**src/inc/relay_pkg.sv**
```systemverilog
// shared constants and types for the relay output controller
package relay_pkg;
    localparam int NUM_RELAYS = 4;
    localparam int RELAYS_PER_MODULE = 2;
    localparam int NUM_MODULES = NUM_RELAYS / RELAYS_PER_MODULE;
    localparam int NUM_SETPOINTS = 4;
    localparam int VALUE_W = 16;
    localparam int WIDTH_W = 8;
    localparam int TIME_W = 32;
    localparam int ADDR_W = 8;
    localparam int DATA_W = 32;
    localparam int WORD_BYTES = 4;
    localparam int CFG_FIELD_W = 8;
    localparam int RELEASE_LSB = 4;
    localparam int STATE_COIL_LSB = 4;
    localparam int STATE_TRIG_LSB = 8;
    localparam int STATE_PRESENT_LSB = 12;
    localparam logic [WIDTH_W-1:0] PULSE_WIDTH_RESET = 8'h02;
    localparam logic [VALUE_W-1:0] THRESHOLD_RESET = 16'hffff;

    // register byte offsets
    localparam logic [ADDR_W-1:0] OFS_RELAY_CFG = 8'h00;
    localparam logic [ADDR_W-1:0] OFS_SETPOINT_CFG = 8'h04;
    localparam logic [ADDR_W-1:0] OFS_THRESHOLD0 = 8'h08;
    localparam logic [ADDR_W-1:0] OFS_REMOTE = 8'h18;
    localparam logic [ADDR_W-1:0] OFS_PULSE_WIDTH = 8'h1c;
    localparam logic [ADDR_W-1:0] OFS_RELAY_STATE = 8'h20;
    localparam logic [ADDR_W-1:0] OFS_IRQ_STATUS = 8'h24;
    localparam logic [ADDR_W-1:0] OFS_IRQ_CLEAR = 8'h28;
    localparam logic [ADDR_W-1:0] OFS_IRQ_ENABLE = 8'h2c;
    localparam logic [ADDR_W-1:0] OFS_EVENT_TIME = 8'h30;

    typedef enum logic [1:0] {
        MODE_LATCHED = 2'h0,
        MODE_UNLATCHED = 2'h1,
        MODE_PULSE = 2'h2,
        MODE_KYZ = 2'h3
    } relay_mode_t;

    typedef enum logic [1:0] {
        SRC_SETPOINT = 2'h0,
        SRC_REMOTE = 2'h1,
        SRC_ENERGY = 2'h2,
        SRC_INTERVAL = 2'h3
    } relay_src_t;

    typedef enum logic [1:0] {
        TRIG_OFF = 2'h0,
        TRIG_ABOVE = 2'h1,
        TRIG_DIN_EDGE = 2'h2,
        TRIG_DIAG = 2'h3
    } trig_kind_t;

    typedef struct packed {
        relay_src_t source;
        logic invert;
        relay_mode_t mode;
    } relay_cfg_t;

    typedef struct packed {
        logic [1:0] input_sel;
        trig_kind_t kind;
    } setpoint_cfg_t;

    typedef struct packed {
        logic [NUM_SETPOINTS-1:0][VALUE_W-1:0] analog;
        logic [NUM_SETPOINTS-1:0] din;
        logic diag;
    } meas_t;

    typedef struct packed {
        logic [TIME_W-1:0] stamp;
        logic [1:0] source;
        logic [VALUE_W-1:0] value;
    } event_rec_t;
endpackage

```
**src/rtl/setpoint_trigger.sv**
```systemverilog
// one setpoint of the logic controller, evaluated each half cycle
`timescale 1ns/1ps
module setpoint_trigger (
    input wire logic core_clk,
    input wire logic rst_b,
    input wire logic half_cycle_tick,
    input wire relay_pkg::setpoint_cfg_t cfg,
    input wire logic [relay_pkg::VALUE_W-1:0] threshold,
    input wire relay_pkg::meas_t meas,
    output logic trig,
    output logic trig_event,
    output logic [relay_pkg::VALUE_W-1:0] trig_value
);
    import relay_pkg::*;

    logic next_cond;
    logic [VALUE_W-1:0] sample;
    logic [NUM_SETPOINTS-1:0] din_seen;

    // condition for this half cycle
    always_comb begin
        next_cond = 1'b0;
        sample = '0;
        case (cfg.kind)
            TRIG_ABOVE: begin
                sample = meas.analog[cfg.input_sel];
                next_cond = sample > threshold;
            end
            TRIG_DIN_EDGE: begin
                sample = VALUE_W'(meas.din[cfg.input_sel]);
                next_cond = meas.din[cfg.input_sel] != din_seen[cfg.input_sel];
            end
            TRIG_DIAG: begin
                sample = VALUE_W'(meas.diag);
                next_cond = meas.diag;
            end
            default: begin
                next_cond = 1'b0;
            end
        endcase
    end

    // latched once per tick so the answer is ready within the half cycle
    always_ff @(posedge core_clk or negedge rst_b) begin
        if (!rst_b) begin
            trig <= 1'b0;
            trig_event <= 1'b0;
            trig_value <= '0;
            din_seen <= '0;
        end else begin
            trig_event <= half_cycle_tick && next_cond && !trig;
            if (half_cycle_tick) begin
                trig <= next_cond;
                din_seen <= meas.din;
                if (next_cond && !trig) begin
                    trig_value <= sample;
                end
            end
        end
    end

    trig_on_tick_a: assert property (@(posedge core_clk) disable iff (!rst_b)
        !$past(half_cycle_tick) |-> $stable(trig))
        else $error("setpoint trigger moved between ticks");

    above_trips_a: assert property (@(posedge core_clk) disable iff (!rst_b)
        half_cycle_tick && cfg.kind == TRIG_ABOVE && meas.analog[cfg.input_sel] > threshold
        |=> trig)
        else $error("threshold crossing missed");
endmodule // setpoint_trigger

```
**src/rtl/relay_channel.sv**
```systemverilog
// one relay output: mode sequencing, inversion and coil drive
`timescale 1ns/1ps
module relay_channel (
    input wire logic core_clk,
    input wire logic rst_b,
    input wire logic half_cycle_tick,
    input wire relay_pkg::relay_cfg_t cfg,
    input wire logic request,
    input wire logic release_cmd,
    input wire logic [relay_pkg::WIDTH_W-1:0] pulse_width,
    output logic operated,
    output logic coil
);
    import relay_pkg::*;

    logic req_q;
    logic pend;
    logic rel_pend;
    logic take;
    logic req_rise;
    logic [WIDTH_W-1:0] left;

    assign req_rise = request && !req_q;
    // a pulse in progress holds back further requests
    assign take = half_cycle_tick && !(cfg.mode == MODE_PULSE && left != '0);

    // remember request edges and releases between ticks; an edge that arrives
    // on the tick itself is used there and not kept, or it would act twice
    always_ff @(posedge core_clk or negedge rst_b) begin
        if (!rst_b) begin
            req_q <= 1'b0;
            pend <= 1'b0;
            rel_pend <= 1'b0;
        end else begin
            req_q <= request;
            if (req_rise && !take) begin
                pend <= 1'b1;
            end else if (take) begin
                pend <= 1'b0;
            end
            if (release_cmd) begin
                rel_pend <= 1'b1;
            end else if (half_cycle_tick) begin
                rel_pend <= 1'b0;
            end
        end
    end

    // contact state is refreshed only on the half-cycle tick
    always_ff @(posedge core_clk or negedge rst_b) begin
        if (!rst_b) begin
            operated <= 1'b0;
            left <= '0;
        end else if (half_cycle_tick) begin
            case (cfg.mode)
                MODE_LATCHED: begin
                    if (request) begin
                        operated <= 1'b1;
                    end else if (rel_pend || release_cmd) begin
                        operated <= 1'b0;
                    end
                    left <= '0;
                end
                MODE_UNLATCHED: begin
                    operated <= request;
                    left <= '0;
                end
                MODE_PULSE: begin
                    if (left > WIDTH_W'(1)) begin
                        left <= left - WIDTH_W'(1);
                    end else if (left == WIDTH_W'(1)) begin
                        left <= '0;
                        operated <= 1'b0;
                    end else if ((pend || req_rise) && pulse_width != '0) begin
                        left <= pulse_width;
                        operated <= 1'b1;
                    end else begin
                        operated <= 1'b0;
                    end
                end
                MODE_KYZ: begin
                    if (pend || req_rise) begin
                        operated <= !operated;
                    end
                    left <= '0;
                end
                default: begin
                    operated <= 1'b0;
                    left <= '0;
                end
            endcase
        end
    end

    // failsafe: inverted relays hold the coil energized while idle
    always_ff @(posedge core_clk or negedge rst_b) begin
        if (!rst_b) begin
            coil <= 1'b0;
        end else begin
            coil <= operated ^ cfg.invert;
        end
    end

    refresh_tick_a: assert property (@(posedge core_clk) disable iff (!rst_b)
        !$past(half_cycle_tick) |-> $stable(operated))
        else $error("relay changed outside a tick");

    latch_hold_a: assert property (@(posedge core_clk) disable iff (!rst_b)
        half_cycle_tick && cfg.mode == MODE_LATCHED && operated && !rel_pend && !release_cmd
        |=> operated)
        else $error("latched relay dropped without release");

    unlatched_follow_a: assert property (@(posedge core_clk) disable iff (!rst_b)
        half_cycle_tick && cfg.mode == MODE_UNLATCHED |=> operated == $past(request))
        else $error("unlatched relay did not follow trigger");

    kyz_toggle_a: assert property (@(posedge core_clk) disable iff (!rst_b)
        half_cycle_tick && cfg.mode == MODE_KYZ && pend |=> operated != $past(operated))
        else $error("kyz relay did not toggle");

    failsafe_coil_a: assert property (@(posedge core_clk) disable iff (!rst_b)
        half_cycle_tick && cfg.mode == MODE_LATCHED && request && $stable(cfg)
        |=> ##1 coil == !cfg.invert)
        else $error("coil polarity wrong for operated relay");
endmodule // relay_channel

```
**src/rtl/relay_output_controller.sv**
```systemverilog
// relay output controller: registers, setpoints, relay channels, event log
`timescale 1ns/1ps
// What this block does
// - Up to four relays, two on each of two plug-in I/O modules.
// - Each relay state is refreshed once per line half cycle.
// - Every relay picks its own mode: latched, unlatched, pulse or KYZ.
// - Inverted relay keeps coil energized when idle, drops it when operated.
// - Relay driven by setpoint, remote command, energy or interval pulse.
// - Setpoint controller answers fast triggers within one half cycle.
// - Trigger on threshold exceeded or on a monitored input transition.
// - Controller can watch diagnostics and signal faults through a relay.
// - Each controller operation is logged with time, source and value.
// - Green indicator lit while the relay normally open contact is closed.
module relay_output_controller (
    input wire logic core_clk,
    input wire logic rst_b,
    input wire logic half_cycle_tick,
    input wire logic [relay_pkg::ADDR_W-1:0] reg_addr,
    input wire logic [relay_pkg::DATA_W-1:0] reg_wdata,
    input wire logic reg_write,
    input wire logic reg_read,
    output logic [relay_pkg::DATA_W-1:0] reg_rdata,
    input wire relay_pkg::meas_t meas,
    input wire logic [relay_pkg::NUM_RELAYS-1:0] energy_pulse,
    input wire logic [relay_pkg::NUM_RELAYS-1:0] interval_pulse,
    input wire logic [relay_pkg::NUM_MODULES-1:0] dual_input_dual_output_module,
    output logic [relay_pkg::NUM_RELAYS-1:0] relay_coil,
    output logic [relay_pkg::NUM_RELAYS-1:0] relay_status_indicator,
    output logic event_valid,
    output relay_pkg::event_rec_t event_rec,
    output logic irq
);
    import relay_pkg::*;

    relay_cfg_t [NUM_RELAYS-1:0] relay_cfg;
    setpoint_cfg_t [NUM_SETPOINTS-1:0] sp_cfg;
    logic [NUM_SETPOINTS-1:0][VALUE_W-1:0] threshold;
    logic [NUM_SETPOINTS-1:0][VALUE_W-1:0] trig_value;
    logic [NUM_RELAYS-1:0] remote;
    logic [NUM_RELAYS-1:0] release_cmd;
    logic [WIDTH_W-1:0] pulse_width;
    logic [NUM_SETPOINTS-1:0] trig;
    logic [NUM_SETPOINTS-1:0] trig_event;
    logic [NUM_SETPOINTS-1:0] log_pend;
    logic [NUM_SETPOINTS-1:0] log_pick;
    logic [NUM_SETPOINTS-1:0] irq_status;
    logic [NUM_SETPOINTS-1:0] irq_enable;
    logic [NUM_SETPOINTS-1:0] irq_clear;
    logic [NUM_RELAYS-1:0] request;
    logic [NUM_RELAYS-1:0] operated;
    logic [NUM_RELAYS-1:0] coil_raw;
    logic [NUM_RELAYS-1:0] present;
    logic [TIME_W-1:0] half_cycles;
    logic [DATA_W-1:0] next_rdata;
    logic [1:0] pick_idx;

    // a relay on an empty slot is held off
    always_comb begin
        for (int i = 0; i < NUM_RELAYS; i++) begin
            present[i] = dual_input_dual_output_module[i / RELAYS_PER_MODULE];
        end
    end

    // configuration registers written by software
    always_ff @(posedge core_clk or negedge rst_b) begin
        if (!rst_b) begin
            relay_cfg <= '0;
            sp_cfg <= '0;
            pulse_width <= PULSE_WIDTH_RESET;
            irq_enable <= '0;
        end else if (reg_write) begin
            if (reg_addr == OFS_RELAY_CFG) begin
                for (int i = 0; i < NUM_RELAYS; i++) begin
                    relay_cfg[i] <= relay_cfg_t'(reg_wdata[i*CFG_FIELD_W +: $bits(relay_cfg_t)]);
                end
            end
            if (reg_addr == OFS_SETPOINT_CFG) begin
                for (int i = 0; i < NUM_SETPOINTS; i++) begin
                    sp_cfg[i] <= setpoint_cfg_t'(
                        reg_wdata[i*CFG_FIELD_W +: $bits(setpoint_cfg_t)]);
                end
            end
            if (reg_addr == OFS_PULSE_WIDTH) begin
                pulse_width <= reg_wdata[WIDTH_W-1:0];
            end
            if (reg_addr == OFS_IRQ_ENABLE) begin
                irq_enable <= reg_wdata[NUM_SETPOINTS-1:0];
            end
        end
    end

    // one threshold word per setpoint
    always_ff @(posedge core_clk or negedge rst_b) begin
        if (!rst_b) begin
            threshold <= {NUM_SETPOINTS{THRESHOLD_RESET}};
        end else if (reg_write) begin
            for (int i = 0; i < NUM_SETPOINTS; i++) begin
                if (reg_addr == OFS_THRESHOLD0 + ADDR_W'(i * WORD_BYTES)) begin
                    threshold[i] <= reg_wdata[VALUE_W-1:0];
                end
            end
        end
    end

    // remote command: low bits set the operate level, upper bits release latches
    always_ff @(posedge core_clk or negedge rst_b) begin
        if (!rst_b) begin
            remote <= '0;
            release_cmd <= '0;
        end else begin
            release_cmd <= '0;
            if (reg_write && reg_addr == OFS_REMOTE) begin
                remote <= reg_wdata[NUM_RELAYS-1:0];
                release_cmd <= reg_wdata[RELEASE_LSB +: NUM_RELAYS];
            end
        end
    end

    assign irq_clear = (reg_write && reg_addr == OFS_IRQ_CLEAR) ?
        reg_wdata[NUM_SETPOINTS-1:0] : '0;

    // sticky status; a new event in the clear cycle wins
    always_ff @(posedge core_clk or negedge rst_b) begin
        if (!rst_b) begin
            irq_status <= '0;
        end else begin
            irq_status <= (irq_status & ~irq_clear) | trig_event;
        end
    end

    assign irq = |(irq_status & irq_enable);

    // time base for the event records, in half cycles
    always_ff @(posedge core_clk or negedge rst_b) begin
        if (!rst_b) begin
            half_cycles <= '0;
        end else if (half_cycle_tick) begin
            half_cycles <= half_cycles + TIME_W'(1);
        end
    end

    // setpoint logic controller
    for (genvar s = 0; s < NUM_SETPOINTS; s++) begin : g_sp
        setpoint_trigger u_sp (
            .core_clk(core_clk),
            .rst_b(rst_b),
            .half_cycle_tick(half_cycle_tick),
            .cfg(sp_cfg[s]),
            .threshold(threshold[s]),
            .meas(meas),
            .trig(trig[s]),
            .trig_event(trig_event[s]),
            .trig_value(trig_value[s])
        );
    end

    // source selection for each relay
    always_comb begin
        for (int i = 0; i < NUM_RELAYS; i++) begin
            case (relay_cfg[i].source)
                SRC_SETPOINT: request[i] = trig[i];
                SRC_REMOTE: request[i] = remote[i];
                SRC_ENERGY: request[i] = energy_pulse[i];
                SRC_INTERVAL: request[i] = interval_pulse[i];
                default: request[i] = 1'b0;
            endcase
        end
    end

    for (genvar r = 0; r < NUM_RELAYS; r++) begin : g_relay
        relay_channel u_relay (
            .core_clk(core_clk),
            .rst_b(rst_b),
            .half_cycle_tick(half_cycle_tick),
            .cfg(relay_cfg[r]),
            .request(request[r]),
            .release_cmd(release_cmd[r]),
            .pulse_width(pulse_width),
            .operated(operated[r]),
            .coil(coil_raw[r])
        );
    end

    // coil and indicator drive; indicator shows the normally open contact
    always_ff @(posedge core_clk or negedge rst_b) begin
        if (!rst_b) begin
            relay_coil <= '0;
            relay_status_indicator <= '0;
        end else begin
            relay_coil <= coil_raw & present;
            relay_status_indicator <= coil_raw & present;
        end
    end

    // fixed priority is cheap; a burst of four drains in four clocks, well inside a tick
    // lowest pending setpoint is logged first, one record per clock
    always_comb begin
        log_pick = '0;
        pick_idx = '0;
        for (int i = NUM_SETPOINTS - 1; i >= 0; i--) begin
            if (log_pend[i]) begin
                log_pick = '0;
                log_pick[i] = 1'b1;
                pick_idx = 2'(i);
            end
        end
    end

    // event records: several setpoints firing on one tick drain in turn
    always_ff @(posedge core_clk or negedge rst_b) begin
        if (!rst_b) begin
            log_pend <= '0;
            event_valid <= 1'b0;
            event_rec <= '0;
        end else begin
            log_pend <= (log_pend & ~log_pick) | trig_event;
            event_valid <= |log_pend;
            if (|log_pend) begin
                event_rec.stamp <= half_cycles;
                event_rec.source <= pick_idx;
                event_rec.value <= trig_value[pick_idx];
            end
        end
    end

    // read mux; unmapped addresses and write-only words read zero
    always_comb begin
        next_rdata = '0;
        case (reg_addr)
            OFS_RELAY_CFG: begin
                for (int i = 0; i < NUM_RELAYS; i++) begin
                    next_rdata[i*CFG_FIELD_W +: $bits(relay_cfg_t)] = relay_cfg[i];
                end
            end
            OFS_SETPOINT_CFG: begin
                for (int i = 0; i < NUM_SETPOINTS; i++) begin
                    next_rdata[i*CFG_FIELD_W +: $bits(setpoint_cfg_t)] = sp_cfg[i];
                end
            end
            OFS_REMOTE: next_rdata[NUM_RELAYS-1:0] = remote;
            OFS_PULSE_WIDTH: next_rdata[WIDTH_W-1:0] = pulse_width;
            OFS_RELAY_STATE: begin
                next_rdata[NUM_RELAYS-1:0] = operated;
                next_rdata[STATE_COIL_LSB +: NUM_RELAYS] = coil_raw & present;
                next_rdata[STATE_TRIG_LSB +: NUM_SETPOINTS] = trig;
                next_rdata[STATE_PRESENT_LSB +: NUM_MODULES] = dual_input_dual_output_module;
            end
            OFS_IRQ_STATUS: next_rdata[NUM_SETPOINTS-1:0] = irq_status;
            OFS_IRQ_ENABLE: next_rdata[NUM_SETPOINTS-1:0] = irq_enable;
            OFS_EVENT_TIME: next_rdata = DATA_W'(half_cycles);
            default: begin
                for (int i = 0; i < NUM_SETPOINTS; i++) begin
                    if (reg_addr == OFS_THRESHOLD0 + ADDR_W'(i * WORD_BYTES)) begin
                        next_rdata[VALUE_W-1:0] = threshold[i];
                    end
                end
            end
        endcase
    end

    // read data stands only in the cycle after the strobe
    always_ff @(posedge core_clk or negedge rst_b) begin
        if (!rst_b) begin
            reg_rdata <= '0;
        end else begin
            reg_rdata <= reg_read ? next_rdata : '0;
        end
    end

    event_logged_a: assert property (@(posedge core_clk) disable iff (!rst_b)
        trig_event[0] |=> ##1 event_valid && event_rec.source == 2'h0
        && event_rec.value == $past(trig_value[0]))
        else $error("setpoint operation not logged");

    indicator_contact_a: assert property (@(posedge core_clk) disable iff (!rst_b)
        relay_status_indicator == relay_coil)
        else $error("indicator does not match contact");

    irq_level_a: assert property (@(posedge core_clk) disable iff (!rst_b)
        trig_event[1] && irq_enable[1] && !(reg_write && reg_addr == OFS_IRQ_ENABLE) |=> irq)
        else $error("enabled event did not raise irq");

    // a read strobe's data stands for one cycle only
    rdata_one_cycle_a: assert property (@(posedge core_clk) disable iff (!rst_b)
        !$past(reg_read) |-> reg_rdata == '0)
        else $error("read data outside its cycle");

    // relays on an empty slot never drive their coil or light the indicator
    empty_slot_off_a: assert property (@(posedge core_clk) disable iff (!rst_b)
        (relay_coil & ~$past(present)) == '0)
        else $error("coil driven on an empty slot");

    // a clear never swallows an event landing in the same clock
    status_set_wins_a: assert property (@(posedge core_clk) disable iff (!rst_b)
        ($past(trig_event) & ~irq_status) == '0)
        else $error("status bit lost its event");

    // bits cleared by software stay down unless a new event arrived
    status_clear_a: assert property (@(posedge core_clk) disable iff (!rst_b)
        (irq_status & $past(irq_clear) & ~$past(trig_event)) == '0)
        else $error("status bit survived its clear");
endmodule // relay_output_controller

```
**config.mk**
```make
export PLATFORM = sky130hd
export DESIGN_NAME = relay_output_controller
export DESIGN_NICKNAME = d
export VERILOG_FILES = /design/src/inc/relay_pkg.sv /design/src/rtl/setpoint_trigger.sv /design/src/rtl/relay_channel.sv /design/src/rtl/relay_output_controller.sv
export SDC_FILE = /design/constraint.sdc
export NUM_CORES = 1
export LEC_CHECK = 0
export BUFFER_PORTS_ARGS = -buffer_cell sky130_fd_sc_hd__buf_2
export CAP_MARGIN = 20
export CORE_MARGIN = 2
export CORE_UTILIZATION = 35
export CTS_CLUSTER_DIAMETER = 40
export CTS_CLUSTER_SIZE = 40
export DETAILED_ROUTE_END_ITERATION = 8
export MAX_ROUTING_LAYER = met4
export PLACE_DENSITY = 0.64
export SETUP_SLACK_MARGIN = 0.5
export SLEW_MARGIN = 20
export SYNTH_ARGS = -nofsm -noshare
export SYNTH_HDL_FRONTEND = slang
export SYNTH_SLANG_ARGS = --single-unit
```
**constraint.sdc**
```tcl
create_clock -name core_clk -period 3.4 [get_ports core_clk]
set_input_delay 0.17 -clock core_clk [delete_from_list [all_inputs] [get_ports core_clk]]
set_output_delay 0.17 -clock core_clk [all_outputs]
set_load 0.05 [all_outputs]
```
==> metrics.cfg <==
[worst_setup_path]
critPathKind = reg2reg
crit_arrival_ps = 3850
rr_endpoint = g_sp[1].u_sp.trig_value[4]$_DFFE_PN0P_
startpoint_type = flop
path_max_fanout = 8
cp-end-kind = flop
worstPathRequired_ps = 3890
r2r-start = sp_cfg[6]$_DFFE_PN0P_
rr_worst_depth = 11
r2r_setup_slack_ps = 30

[pwr]
finalPower_mw = 14.32
vdd_ir_drop_max_mv = 0.3605
power_density_nw_per_um2 = 540.3
p_leak_nw = 12.08

[synthesis]
syn_nets = 2139
synthCells = 1942
synth_top_area_share_pct = 37.37
syn_area_um2 = 20760
synth_top_family_by_area = multiplexers
synth_area_per_cell_um2 = 10.69
synth_simple_gate_area_share_pct = 12.34
yosys-mux-area-fraction_pct = 19.17
synth-xor-area-share_pct = 1.772
yosys-top-cells-area = dfrtp_1, mux4_2, dfstp_2
post_synth_fa_ha_maj_area_fraction_pct = 4.400
ys_async_sr_fraction_pct = 100.0
synth_cell_type_count = 84
synth_compound_area_share_pct = 11.59
synth-edff-count = 0
ys_warn_count = 0
synth_top_flop_cell = dfrtp_1
yosysTopAreaCell = dfrtp_1
seq_area_frac_synth_pct = 45.59
ys_ff_latch = 375

[cts]
clk_pin_slew_ps = 70
h-tree-depth = 2
worstSkewPairLatency_ps = 610
cts_tree = built
cts_root_buf = clkbuf_16
cts_buffer_depth = 3
numCtsBuffers = 48
cts_sinks = 375

[route]
ant_nets = 0
route.detailed.drc = 0
drt-pass1-iter-count = 8
drtIter0Drc = 1883
wl_per_cell_um = 23.90
num_vias = 17330
routed_wl_mm = 73.60
vias_per_cell = 5.627

[die]
fp.dieArea_um2 = 61280
die_w_um = 247.5
initial_utilization_pct = 35.31
core_um2 = 58800
boundaryPins = 216
rows = 89
fp.dieH_um = 247.5

[grt]
overflow = 0
grt_max_degree = 106
antenna_found_initial = 10
grt.total_usage_pct = 24.33
grt_pass1_wl_mm = 108.3
grt_pass1_vias = 17440

[timing]
slew_violations = 0
max_slew_margin_pct = 27.53
finalSetupViolations = 0
rsz0062_at_grt = yes
tightest_slew_ps = 1080
skew_ps = 43.50
finalCritPeriodShare_pct = 99.01
fmax_mhz = 297.1
period_needed_ps = 3366
tns_ps = 0
finalHoldViolations = 0

[worst_hold_path]
hold_depth = 3
min_path_type = in2reg
hold_start = reg_wdata[2]
min_to = irq_status[2]$_DFF_PN0_

[final_layout]
layout-drive-gt1-share_pct = 33.84
layout.nets = 2453
fill_cells = 5403
area_growth_pct = 27.71

[outcome]
outcome = finished clean

[placed_design]
place_hpwl_mm = 52.56
portBuffers = 209
place_congestion = 0.9211

[run]
timing.max_cap.violations = 0

## flip-flops by register name, indices dropped and copies added (netlist names), 8 cells and up
register              cells
relay_cfg                20
reg_rdata                32
pulse_width               8
event_rec                50
g_sp.u_sp.trig_value     64
threshold                64
g_relay.u_relay.left     32
half_cycles              32
sp_cfg                   16
## cells in the mapped netlist (8+ instances only)
library cell / instances
ha_1: 73
nand3_1: 24
and2_1: 14
clkbuf_1: 62
and3_1: 21
o21ai_1: 19
nor2b_1: 11
o21ai_0: 46
o211ai_1: 12
dfstp_2: 65
nand2_1: 317
inv_1: 161
a31oi_1: 27
nor3_1: 16
mux2i_1: 78
mux4_2: 77
nand4_1: 22
o22ai_1: 15
buf_2: 22
a21o_1: 17
xor2_1: 15
mux2_2: 124
nor4_1: 8
a22oi_1: 20
o221ai_1: 25
a221oi_1: 9
nor2_1: 66
a222oi_1: 8
buf_4: 10
nand2b_1: 12
dfrtp_1: 310
o21a_1: 8
a21oi_1: 86
xnor2_1: 27
## worst max path at each step
stage	start	endpoint	slack, ps
finish	sp_cfg[6]$_DFFE_PN0P_	g_sp[1].u_sp.trig_value[4]$_DFFE_PN0P_	30
detailed placement	sp_cfg[14]$_DFFE_PN0P_	g_sp[3].u_sp.trig_value[5]$_DFFE_PN0P_	90
global placement	sp_cfg[14]$_DFFE_PN0P_	g_sp[3].u_sp.trig_value[15]$_DFFE_PN0P_	170
floorplan	sp_cfg[14]$_DFFE_PN0P_	g_sp[3].u_sp.trig_value[0]$_DFFE_PN0P_	400
CTS	sp_cfg[14]$_DFFE_PN0P_	g_sp[3].u_sp.trig_value[5]$_DFFE_PN0P_	210
global route	sp_cfg[14]$_DFFE_PN0P_	g_sp[3].u_sp.trig$_DFFE_PN0P_	10
## final cells by class
| cell class | count | area (um2) | share of cell area, % |
|---|---|---|---|
| sequential | 375 | 9470 | 35.72 |
| multi-input combinational | 1304 | 10850 | 40.94 |
| antenna | 10 | 25.02 | 0.09439 |
| tap | 773 | 967.2 | 3.648 |
| clock inverter | 36 | 483.0 | 1.822 |
| inverter | 162 | 608.1 | 2.294 |
| timing repair buffer | 365 | 2809 | 10.60 |
| clock buffer | 54 | 1296 | 4.889 |
## layer usage
metal	vias to the layer above	GRT usage (%)	routed length, um	part of all wire, %
li1	7647	-	-	-
met1	8662	30.32	29790	40
met2	794	38.47	34930	47
met3	224	4.390	5036	6.8
met4	0	11.38	3839	5.2
met5	-	-	0	0
## layout by cell type, fill, tap and decap left out, types with 25 or more instances in the layout
| cell | count |
|---|---|
| mux2i_1 | 76 |
| ha_1 | 42 |
| inv_1 | 156 |
| buf_4 | 74 |
| clkbuf_16 | 52 |
| dfstp_2 | 65 |
| dfrtp_1 | 306 |
| mux4_2 | 77 |
| xnor2_1 | 27 |
| nor2_1 | 65 |
| ha_4 | 31 |
| dlygate4sd3_1 | 40 |
| a31oi_1 | 27 |
| buf_12 | 26 |
| o221ai_1 | 25 |
| o21ai_0 | 44 |
| nand2_1 | 317 |
| buf_2 | 208 |
| mux2_2 | 124 |
| a21oi_1 | 80 |
## what timing repair did
item / 4_1_cts / 5_1_grt
gates cloned: 3 / 2
pin swaps: 5 / 9
setup endpoints to repair: 70 / 72
gates resized for setup: 44 / 40
buffers inserted: 34 / 23
hold buffers: 40 / 0
hold endpoints to repair: 170 / 0
## per-stage QoR
stage | hold WS, ps | cells | cell area [um2] | utilization (%) | worst slack, ps
3_5_place_dp | 161.4 | 2876 | 23110 | 39.31 | 89.44
6_report | 33.15 | 3079 | 26510 | 45.09 | 33.67
3_3_place_gp | 150.6 | 2876 | 23110 | 39.31 | 170.7
5_1_grt | 49.11 | 3079 | 26510 | 45.09 | 12.19
2_1_floorplan | -125.6 | 1942 | 21020 | - | 398.2
4_1_cts | 24.77 | 3043 | 25950 | 44.13 | 212.5
## cell families (layout without fill, tap and decap cells)
| kind of cell | after synthesis | count (layout) |
|---|---|---|
| compound gates | 354 | 354 |
| xor+xnor | 42 | 42 |
| fa+ha+maj | 73 | 73 |
| buf+inv | 263 | 617 |
| flops | 375 | 375 |
| mux | 285 | 285 |
| other cells | 0 | 10 |
| simple gates | 550 | 550 |
## report_power, final
| part | total, mW | internal (mW) | leakage (nW) | switching (mW) |
|---|---|---|---|---|
| clock | 5.57 | 3.16 | 0.863 | 2.41 |
| sequential | 5.62 | 5.11 | 4.65 | 0.506 |
| combinational | 3.13 | 1.17 | 6.57 | 1.96 |
| total | 14.3 | 9.45 | 12.1 | 4.87 |
## critical path, stage by stage, from the launching register on
cell and delay (ps):
dfrtp_2 440, buf_12 150, mux4_2 570, ha_4 310
nand4_1 260, nor4_4 400, a21boi_4 280, a211oi_2 90
o21ai_4 210, buf_12 150, buf_12 150, mux2i_1 210
(Power assumes the default switching activity.)
